## config.mk

```make
export PLATFORM = sky130hd
export DESIGN_NAME = pfg_top
export DESIGN_NICKNAME = d
export VERILOG_FILES = /design/src/logic/pfg_top.v
export VERILOG_INCLUDE_DIRS = /design/src /design/src/logic
export SDC_FILE = /design/constraint.sdc
export NUM_CORES = 1
export LEC_CHECK = 0
export BUFFER_PORTS_ARGS = -buffer_cell sky130_fd_sc_hd__buf_2
export CORE_ASPECT_RATIO = 1.4
export CORE_MARGIN = 8
export CORE_UTILIZATION = 45
export DETAILED_ROUTE_END_ITERATION = 10
export PLACE_DENSITY_LB_ADDON = 0.2
export SETUP_SLACK_MARGIN = 0.1
export SLEW_MARGIN = 20
export SYNTH_ARGS = -nofsm -noshare
export SYNTH_HDL_FRONTEND = slang
export SYNTH_SLANG_ARGS = --single-unit
```

## constraint.sdc

```tcl
create_clock -name clk_sys -period 3.3 [get_ports clk_sys]
set_input_delay 0.495 -clock clk_sys [delete_from_list [all_inputs] [get_ports clk_sys]]
set_output_delay 0.495 -clock clk_sys [all_outputs]
set_load 0.005 [all_outputs]
```

## src/logic/pfg_regs.vh

```
`ifndef PFG_REGS_VH
`define PFG_REGS_VH

// ----------------------------------------------------------------------
// Register map of the fault guard and wide access block.
// ----------------------------------------------------------------------
`define PFG_ADDR_W          4
`define PFG_OFF_COUNT_LO    4'h0
`define PFG_OFF_CMP_A_LO    4'h1
`define PFG_OFF_CMP_B_LO    4'h2
`define PFG_OFF_CMP_C_LO    4'h3
`define PFG_OFF_CMP_D_LO    4'h4
`define PFG_OFF_HIGH_LATCH  4'h5
`define PFG_OFF_CTRL_A      4'h6
`define PFG_OFF_CTRL_D      4'h7
`define PFG_OFF_STATUS      4'h8
`define PFG_OFF_PORT_B      4'h9

// ----------------------------------------------------------------------
// Field positions of timer_ctrl_d and the status register.
// ----------------------------------------------------------------------
`define PFG_CD_GUARD_EN     0
`define PFG_CD_IRQ_EN       1
`define PFG_CD_SRC_CMP      2
`define PFG_CD_FILT_EN      3
`define PFG_CD_EDGE_RISE    4
`define PFG_ST_EVENT_FLAG   0

// ----------------------------------------------------------------------
// Reset values.
// ----------------------------------------------------------------------
`define PFG_RST_WIDE        10'h000
`define PFG_RST_LATCH       2'h0
`define PFG_RST_CTRL_A      8'h00
`define PFG_RST_CTRL_D      5'h00
`define PFG_RST_PORT_B      4'h0

// ----------------------------------------------------------------------
// Timing counts.
// ----------------------------------------------------------------------
`define PFG_FILT_SAMPLES    4

`endif

```

## src/logic/pfg_top.v

```verilog
// The implementer's own choices: strobed register access and the address map.
`timescale 1ns/1ps
`include "pfg_regs.vh"

// How it works
// - Enabled guard trips on selected trigger edge.
// - Trip clears output modes, pins show port.
// - Trip clears guard enable in same cycle.
// - Trip with irq enable raises interrupt request.
// - Pin source default, comparator when selected.
// - Source changes may trip; software clears flag.
// - Both triggers synchronised, shared edge detector.
// - Filter output moves after four equal samples.
// - Filter active only when filter bit set.
// - Filter adds exactly four cycles of delay.
// - Filter samples every system clock cycle.
// - Port driving the pin also trips.
// - Count and compares accessed as byte pairs.
// - One shared two-bit high latch.
// - Only low-byte access or count_in moves wide registers.
// - Low write loads latch and byte together.
// - Low read copies top bits into latch.
// - Latch keeps value after low write.
// - Zero output mode passes port bit.
module pfg_top #(
  parameter NUM_CH = 4
) (
  input  wire                   clk_sys,
  input  wire                   rst,
  input  wire [`PFG_ADDR_W-1:0] reg_addr,
  input  wire [7:0]             reg_wdata,
  input  wire                   reg_wr,
  input  wire                   reg_rd,
  output reg  [7:0]             reg_rdata_ff,
  input  wire                   ext_irq_pin,
  input  wire                   comparator_result,
  input  wire [NUM_CH-1:0]      waveform_out,
  input  wire [9:0]             count_in,
  input  wire                   count_in_valid,
  output reg  [NUM_CH-1:0]      pwm_pin_ff,
  output reg  [9:0]             count_value_ff,
  output reg  [9:0]             compare_value_a_ff,
  output reg  [9:0]             compare_value_b_ff,
  output reg  [9:0]             compare_value_c_ff,
  output reg  [9:0]             compare_value_d_ff,
  output reg  [7:0]             compare_output_mode_bits_ff,
  output reg                    fault_irq_ff
);

  // --------------------------------------------------------------------
  // Register state.
  // --------------------------------------------------------------------
  reg  [1:0] shared_high_byte_latch_ff;  // Two upper bits of wide accesses.
  reg  [4:0] timer_ctrl_d_ff;            // Fault guard control bits.
  reg        fault_event_flag_ff;        // Sticky event flag, set by any qualifying edge.
  reg  [3:0] port_b_output_bits_ff;      // Port values shown when disconnected.

  // Field aliases of the control register.
  wire fault_guard_enable             = timer_ctrl_d_ff[`PFG_CD_GUARD_EN];
  wire fault_irq_enable               = timer_ctrl_d_ff[`PFG_CD_IRQ_EN];
  wire fault_source_comparator_select = timer_ctrl_d_ff[`PFG_CD_SRC_CMP];
  wire fault_filter_enable            = timer_ctrl_d_ff[`PFG_CD_FILT_EN];
  wire fault_edge_rising              = timer_ctrl_d_ff[`PFG_CD_EDGE_RISE];

  // Decoded strobes.
  wire wr_count  = reg_wr && (reg_addr == `PFG_OFF_COUNT_LO);
  wire wr_cmp_a  = reg_wr && (reg_addr == `PFG_OFF_CMP_A_LO);
  wire wr_cmp_b  = reg_wr && (reg_addr == `PFG_OFF_CMP_B_LO);
  wire wr_cmp_c  = reg_wr && (reg_addr == `PFG_OFF_CMP_C_LO);
  wire wr_cmp_d  = reg_wr && (reg_addr == `PFG_OFF_CMP_D_LO);
  wire wr_latch  = reg_wr && (reg_addr == `PFG_OFF_HIGH_LATCH);
  wire wr_ctrl_a = reg_wr && (reg_addr == `PFG_OFF_CTRL_A);
  wire wr_ctrl_d = reg_wr && (reg_addr == `PFG_OFF_CTRL_D);
  wire wr_status = reg_wr && (reg_addr == `PFG_OFF_STATUS);
  wire wr_port   = reg_wr && (reg_addr == `PFG_OFF_PORT_B);

  // Wide value formed from the latch and the written low byte.
  wire [9:0] wide_wdata = {shared_high_byte_latch_ff, reg_wdata};

  // --------------------------------------------------------------------
  // Trigger input synchronisers.
  // --------------------------------------------------------------------
  reg pin_meta_ff;   // First stage, read only by the second stage.
  reg pin_sync_ff;   // Pin level in the clock domain.
  reg cmp_meta_ff;   // First stage, read only by the second stage.
  reg cmp_sync_ff;   // Comparator level in the clock domain.

  // Both sources pass two flip-flops; the pin is sampled as it stands,
  // so a level driven onto it by the port counts like any other.
  always @(posedge clk_sys) begin
    if (rst) begin
      pin_meta_ff <= 1'b0;
      pin_sync_ff <= 1'b0;
      cmp_meta_ff <= 1'b0;
      cmp_sync_ff <= 1'b0;
    end else begin
      pin_meta_ff <= ext_irq_pin;
      pin_sync_ff <= pin_meta_ff;
      cmp_meta_ff <= comparator_result;
      cmp_sync_ff <= cmp_meta_ff;
    end
  end

  // Source select: pin by default, comparator when chosen.
  wire src_level = fault_source_comparator_select ? cmp_sync_ff : pin_sync_ff;

  // --------------------------------------------------------------------
  // Noise filter.
  // --------------------------------------------------------------------
  reg  [`PFG_FILT_SAMPLES-2:0] filt_hist_ff;  // Previous samples of the source.
  reg                          filt_out_ff;   // Filtered level.
  reg                          nxt_filt_out;

  // The current sample and the three stored ones make four samples.
  wire filt_all_one  = src_level && (&filt_hist_ff);
  wire filt_all_zero = !src_level && !(|filt_hist_ff);

  // The output moves only when all four samples agree on a new level.
  always @* begin
    nxt_filt_out = filt_out_ff;
    if (filt_all_one) begin
      nxt_filt_out = 1'b1;
    end else if (filt_all_zero) begin
      nxt_filt_out = 1'b0;
    end
  end

  // The filter runs every system cycle regardless of any prescaler.
  always @(posedge clk_sys) begin
    if (rst) begin
      filt_hist_ff <= {(`PFG_FILT_SAMPLES-1){1'b0}};
      filt_out_ff  <= 1'b0;
    end else begin
      filt_hist_ff <= {filt_hist_ff[`PFG_FILT_SAMPLES-3:0], src_level};
      filt_out_ff  <= nxt_filt_out;
    end
  end

  // The filtered path is four registers longer than the direct one.
  wire det_level = fault_filter_enable ? filt_out_ff : src_level;

  // --------------------------------------------------------------------
  // Edge detector and trip decision.
  // --------------------------------------------------------------------
  reg det_prev_ff;  // Level seen by the detector one cycle ago.

  // Remembers the detector input to find level changes.
  always @(posedge clk_sys) begin
    if (rst) begin
      det_prev_ff <= 1'b0;
    end else begin
      det_prev_ff <= det_level;
    end
  end

  // A qualifying edge follows the direction setting; changing the
  // source or filter setting can itself make one.
  wire edge_rise = det_level && !det_prev_ff;
  wire edge_fall = !det_level && det_prev_ff;
  wire edge_hit  = fault_edge_rising ? edge_rise : edge_fall;
  wire trip      = fault_guard_enable && edge_hit;

  // --------------------------------------------------------------------
  // Control, status and port registers.
  // --------------------------------------------------------------------
  reg [4:0] nxt_ctrl_d;
  reg [7:0] nxt_ctrl_a;
  reg       nxt_flag;

  // A trip overrides a software write in the same cycle.
  always @* begin
    nxt_ctrl_a = compare_output_mode_bits_ff;
    nxt_ctrl_d = timer_ctrl_d_ff;
    if (wr_ctrl_a) begin
      nxt_ctrl_a = reg_wdata;
    end
    if (wr_ctrl_d) begin
      nxt_ctrl_d = reg_wdata[4:0];
    end
    if (trip) begin
      nxt_ctrl_a = 8'h00;
      nxt_ctrl_d[`PFG_CD_GUARD_EN] = 1'b0;
    end
  end

  // Flag: write one clears, a detected edge sets and wins over the clear.
  always @* begin
    nxt_flag = fault_event_flag_ff;
    if (wr_status && reg_wdata[`PFG_ST_EVENT_FLAG]) begin
      nxt_flag = 1'b0;
    end
    if (edge_hit) begin
      nxt_flag = 1'b1;
    end
  end

  // Holds the control and status registers.
  always @(posedge clk_sys) begin
    if (rst) begin
      compare_output_mode_bits_ff <= `PFG_RST_CTRL_A;
      timer_ctrl_d_ff             <= `PFG_RST_CTRL_D;
      fault_event_flag_ff         <= 1'b0;
      port_b_output_bits_ff       <= `PFG_RST_PORT_B;
      fault_irq_ff                <= 1'b0;
    end else begin
      compare_output_mode_bits_ff <= nxt_ctrl_a;
      timer_ctrl_d_ff             <= nxt_ctrl_d;
      fault_event_flag_ff         <= nxt_flag;
      if (wr_port) begin
        port_b_output_bits_ff <= reg_wdata[3:0];
      end
      // Request stays up while the event flag is set and irq enable is set.
      fault_irq_ff <= (nxt_flag || trip) && nxt_ctrl_d[`PFG_CD_IRQ_EN];
    end
  end

  // --------------------------------------------------------------------
  // Pin multiplexer.
  // --------------------------------------------------------------------
  genvar ch;
  generate
    for (ch = 0; ch < NUM_CH; ch = ch + 1) begin : g_pin
      // Zero mode bits hand the pin to the port register.
      always @(posedge clk_sys) begin
        if (rst) begin
          pwm_pin_ff[ch] <= 1'b0;
        end else if (nxt_ctrl_a[2*ch+1 -: 2] == 2'b00) begin
          pwm_pin_ff[ch] <= port_b_output_bits_ff[ch];
        end else begin
          pwm_pin_ff[ch] <= waveform_out[ch];
        end
      end
    end
  endgenerate

  // --------------------------------------------------------------------
  // Wide registers and the shared latch.
  // --------------------------------------------------------------------
  wire rd_count = reg_rd && (reg_addr == `PFG_OFF_COUNT_LO);
  wire rd_cmp_a = reg_rd && (reg_addr == `PFG_OFF_CMP_A_LO);
  wire rd_cmp_b = reg_rd && (reg_addr == `PFG_OFF_CMP_B_LO);
  wire rd_cmp_c = reg_rd && (reg_addr == `PFG_OFF_CMP_C_LO);
  wire rd_cmp_d = reg_rd && (reg_addr == `PFG_OFF_CMP_D_LO);

  // Only low-byte accesses and count_in (count only) move whole values; software pairs a latch
  // write before the low write and a low read before the latch read,
  // masking interrupts around each pair.
  always @(posedge clk_sys) begin
    if (rst) begin
      count_value_ff     <= `PFG_RST_WIDE;
      compare_value_a_ff <= `PFG_RST_WIDE;
      compare_value_b_ff <= `PFG_RST_WIDE;
      compare_value_c_ff <= `PFG_RST_WIDE;
      compare_value_d_ff <= `PFG_RST_WIDE;
    end else begin
      if (wr_count) begin
        count_value_ff <= wide_wdata;
      end else if (count_in_valid) begin
        count_value_ff <= count_in;
      end
      if (wr_cmp_a) begin
        compare_value_a_ff <= wide_wdata;
      end
      if (wr_cmp_b) begin
        compare_value_b_ff <= wide_wdata;
      end
      if (wr_cmp_c) begin
        compare_value_c_ff <= wide_wdata;
      end
      if (wr_cmp_d) begin
        compare_value_d_ff <= wide_wdata;
      end
    end
  end

  // The single latch is loaded by a direct write or by a low-byte read,
  // and a low-byte write leaves it untouched for reuse.
  always @(posedge clk_sys) begin
    if (rst) begin
      shared_high_byte_latch_ff <= `PFG_RST_LATCH;
    end else if (wr_latch) begin
      shared_high_byte_latch_ff <= reg_wdata[1:0];
    end else if (rd_count) begin
      shared_high_byte_latch_ff <= count_value_ff[9:8];
    end else if (rd_cmp_a) begin
      shared_high_byte_latch_ff <= compare_value_a_ff[9:8];
    end else if (rd_cmp_b) begin
      shared_high_byte_latch_ff <= compare_value_b_ff[9:8];
    end else if (rd_cmp_c) begin
      shared_high_byte_latch_ff <= compare_value_c_ff[9:8];
    end else if (rd_cmp_d) begin
      shared_high_byte_latch_ff <= compare_value_d_ff[9:8];
    end
  end

  // --------------------------------------------------------------------
  // Read data.
  // --------------------------------------------------------------------
  reg [7:0] nxt_rdata;

  // Selects the byte returned one cycle after a read strobe.
  always @* begin
    case (reg_addr)
      `PFG_OFF_COUNT_LO:   nxt_rdata = count_value_ff[7:0];
      `PFG_OFF_CMP_A_LO:   nxt_rdata = compare_value_a_ff[7:0];
      `PFG_OFF_CMP_B_LO:   nxt_rdata = compare_value_b_ff[7:0];
      `PFG_OFF_CMP_C_LO:   nxt_rdata = compare_value_c_ff[7:0];
      `PFG_OFF_CMP_D_LO:   nxt_rdata = compare_value_d_ff[7:0];
      `PFG_OFF_HIGH_LATCH: nxt_rdata = {6'h00, shared_high_byte_latch_ff};
      `PFG_OFF_CTRL_A:     nxt_rdata = compare_output_mode_bits_ff;
      `PFG_OFF_CTRL_D:     nxt_rdata = {3'h0, timer_ctrl_d_ff};
      `PFG_OFF_STATUS:     nxt_rdata = {7'h00, fault_event_flag_ff};
      `PFG_OFF_PORT_B:     nxt_rdata = {4'h0, port_b_output_bits_ff};
      default:             nxt_rdata = 8'h00;
    endcase
  end

  // Read data stands only in the cycle after the strobe, zero otherwise.
  always @(posedge clk_sys) begin
    if (rst) begin
      reg_rdata_ff <= 8'h00;
    end else if (reg_rd) begin
      reg_rdata_ff <= nxt_rdata;
    end else begin
      reg_rdata_ff <= 8'h00;
    end
  end

endmodule

```

==> impl_metrics.env <==
export IMPL_outcome="completed"
export IMPL_fin_crit_ns=2.15
export IMPL_dieArea_um2=13000
export IMPL_yosys_area_top_type="dfxtp_1"
export IMPL_ir_drop_mv=0.281
export IMPL_ctsHoldBuffers=0
export IMPL_synthTopCellsByArea="dfxtp_1, mux2i_1, nand2_1"
export IMPL_coreArea_um2=9410
export IMPL_crit_type="in2reg"
export IMPL_post_drt_via_cell_ratio=5.84
export IMPL_yosysTopAreaCellShare=0.427
export IMPL_cts_tree="yes"
export IMPL_syn_inst=489
export IMPL_drtIter0Drc=328
export IMPL_ys_seq_area_frac=0.427
export IMPL_max_freq_ghz=0.465
export IMPL_period_share=0.652
export IMPL_drcViolationCount=0
export IMPL_relSlewSlack=0.473
export IMPL_finalSetupViolCount=0
export IMPL_synth_xor_area_frac=0
export IMPL_ant_nets=0
export IMPL_htreeDepth=3
export IMPL_area_delta_synth_final_pct=17.7
export IMPL_cap_violations=0
export IMPL_synth_area_per_cell_um2=8.83
export IMPL_routabilityCongestion=0.897
export IMPL_drt_total_wl_um=13600
export IMPL_crit_family="buffers and inverters"
export IMPL_diodes=0
export IMPL_crit_chain="buf_2 -> and3b_1 -> buf_4 -> nand2_2 -> a2111oi_1 -> mux2i_1"
export IMPL_syn_nets=522
export IMPL_synth_simple_area_share=0.223
export IMPL_nFillCells=924
export IMPL_wl_per_cell_um=19.9
export IMPL_layout_drive_gt1_share=0.269
export IMPL_cp_max_fo=37
export IMPL_worst_slew_pin_slew_ns=0.791
export IMPL_clockBufferDepth=2
export IMPL_synth_top_family_by_area="simple AND/OR/NAND/NOR gates"
export IMPL_synth_adder_area_share=0
export IMPL_grt_max_degree=47
export IMPL_die_y_um=132
export IMPL_synth_enable_flop_cells=0
export IMPL_synth_most_common_cell="dfxtp_1"
export IMPL_post_cts_resized=0
export IMPL_regArea_um2=1840
export IMPL_multi_input_area_um2=2270
export IMPL_track_usage=0.210
export IMPL_maxSlewViolCount=0
export IMPL_rows=42
export IMPL_cp_slowest_cell="buf_2"
export IMPL_grt_pass1_wl_um=21500
export IMPL_antenna_found_initial=0
export IMPL_cts_setup_buffers=0
export IMPL_path_clk_slew_ns=0.06
export IMPL_syn_cell_area_um2=4320
export IMPL_grt_overflow_total=0
export IMPL_worstPathArrival_ns=2.42
export IMPL_numCtsBuffers=9
export IMPL_synth_mux_area_frac=0.139
export IMPL_synth_compound_area_frac=0.164
export IMPL_finalHoldViolations=0
export IMPL_fin_setup_tns_ns=0
export IMPL_final_nets=602
export IMPL_die_w_um=98.8
export IMPL_rsz0062_at_grt="no"
export IMPL_synth_ff_type="dfxtp_1"
export IMPL_cp_start_kind="input pin"
export IMPL_io_pins=104
export IMPL_grt_pass1_vias=4006
export IMPL_p_leak_nw=2.05
export IMPL_ys_warn_count=0
export IMPL_cp_required_ns=3.57
export IMPL_async_reset_ff_frac=0
export IMPL_cts_root_buf="clkbuf_16"
export IMPL_finalPower_w=0.00228
export IMPL_min_path_type="in2reg"
export IMPL_cts_sinks=92
export IMPL_power_density_nw_per_um2=448
export IMPL_dp_hpwl_um=9720
export IMPL_ys_ff_latch=92
export IMPL_finalClockSkew_ns=0.00612
export IMPL_synth_common_cells="dfxtp_1, nand2_1, a21oi_1"
export IMPL_yosysUniqueCellTypes=55
export IMPL_drt_pass1_iter_count=5
export IMPL_vias=3987
export IMPL_start_util=0.459
export IMPL_clk_latency_ns=0.34
export IMPL_critPathMaxStageDelay_ns=0.53
export IMPL_portBuffers=103
export IMPL_crit_path_end_kind="register"
export IMPL_critPathBufInv=2
-- worst paths after layout --
check | from | end | slack [ns] | cells past startpoint
setup / recovery | reg_addr[2] | pwm_pin_ff[1]$_SDFF_PP0_ | 1.15 | 6
hold / removal | ext_irq_pin | pin_meta_ff$_SDFF_PP0_ | 0.37 | 2
setup reg to reg | timer_ctrl_d_ff[4]$_SDFFE_PP0N_ | compare_output_mode_bits_ff[7]$_SDFF_PP0_ | 1.20 | 4
hold reg to reg | cmp_meta_ff$_SDFF_PP0_ | cmp_sync_ff$_SDFF_PP0_ | 0.44 | 1
-- cells in the final DEF (no fill, tap or decap), types with 6 or more instances in the layout --
| cell | synthesis | final |
|---|---|---|
| nand3b_1 | 6 | 6 |
| buf_2 | 7 | 103 |
| nand2b_1 | 16 | 16 |
| a211oi_1 | 10 | 10 |
| dfxtp_1 | 92 | 92 |
| nand3_1 | 37 | 37 |
| clkbuf_16 | 0 | 9 |
| a21oi_2 | 9 | 9 |
| a22oi_1 | 7 | 7 |
| buf_4 | 3 | 6 |
| nor2b_1 | 14 | 14 |
| o21ai_0 | 13 | 13 |
| a21oi_1 | 40 | 40 |
| mux2i_1 | 38 | 38 |
| nand2_1 | 61 | 61 |
| mux2_2 | 9 | 9 |
| nor2_1 | 38 | 38 |
-- layout make-up --
| cell class | count | area share |
|---|---|---|
| multi-input combinational | 353 | 0.447 |
| clock buffer | 13 | 0.0473 |
| clock inverter | 2 | 0.00246 |
| tap | 110 | 0.0271 |
| timing repair buffer | 109 | 0.110 |
| inverter | 4 | 0.00295 |
| sequential | 92 | 0.362 |
-- per-stage QoR --
stage | area, um^2 | worst slack (ns) | hold WS (ns) | instances | utilization
2_1_floorplan | 4320 | 1.48 | 0.414 | 489 | -
3_3_place_gp | 4830 | 0.868 | 0.423 | 668 | 0.513
3_5_place_dp | 4830 | 0.813 | 0.430 | 668 | 0.513
4_1_cts | 5080 | 1.16 | 0.367 | 683 | 0.540
5_1_grt | 5080 | 0.972 | 0.368 | 683 | 0.540
6_report | 5080 | 1.15 | 0.366 | 683 | 0.540
-- report_power, final --
group | total [W] | internal (W) | switching (W)
Clock | 0.000909 | 0.000506 | 0.000403
Combinational | 0.000216 | 0.0000814 | 0.000134
Sequential | 0.00115 | 0.00113 | 0.0000211
-- metal layers --
layer,wire (um),vias up,global-route usage
met5,0,-,0
met4,438,0,0.104
met3,1020,26,0.0618
met2,6620,164,0.344
met1,5500,1902,0.241
li1,-,1895,-
-- flip-flops by register name, summed over array words and instances, names as in the netlist --
signal / flops
filt_hist_ff: 3
shared_high_byte_latch_ff: 2
compare_output_mode_bits_ff: 8
pin_sync_ff: 1
reg_rdata_ff: 8
compare_value_d_ff: 10
cmp_sync_ff: 1
compare_value_c_ff: 10
cmp_meta_ff: 1
count_value_ff: 10
port_b_output_bits_ff: 4
filt_out_ff: 1
pin_meta_ff: 1
fault_irq_ff: 1
pwm_pin_ff: 4
timer_ctrl_d_ff: 5
compare_value_a_ff: 10
compare_value_b_ff: 10
det_prev_ff: 1
fault_event_flag_ff: 1
-- kinds of logic (layout without fill, tap and decap cells) --
group,count (synthesis),after routing
buf+inv,44,128
mux,53,53
compound gates,104,104
flops,92,92
simple gates,196,196
Power figures use the tool's default switching activity.
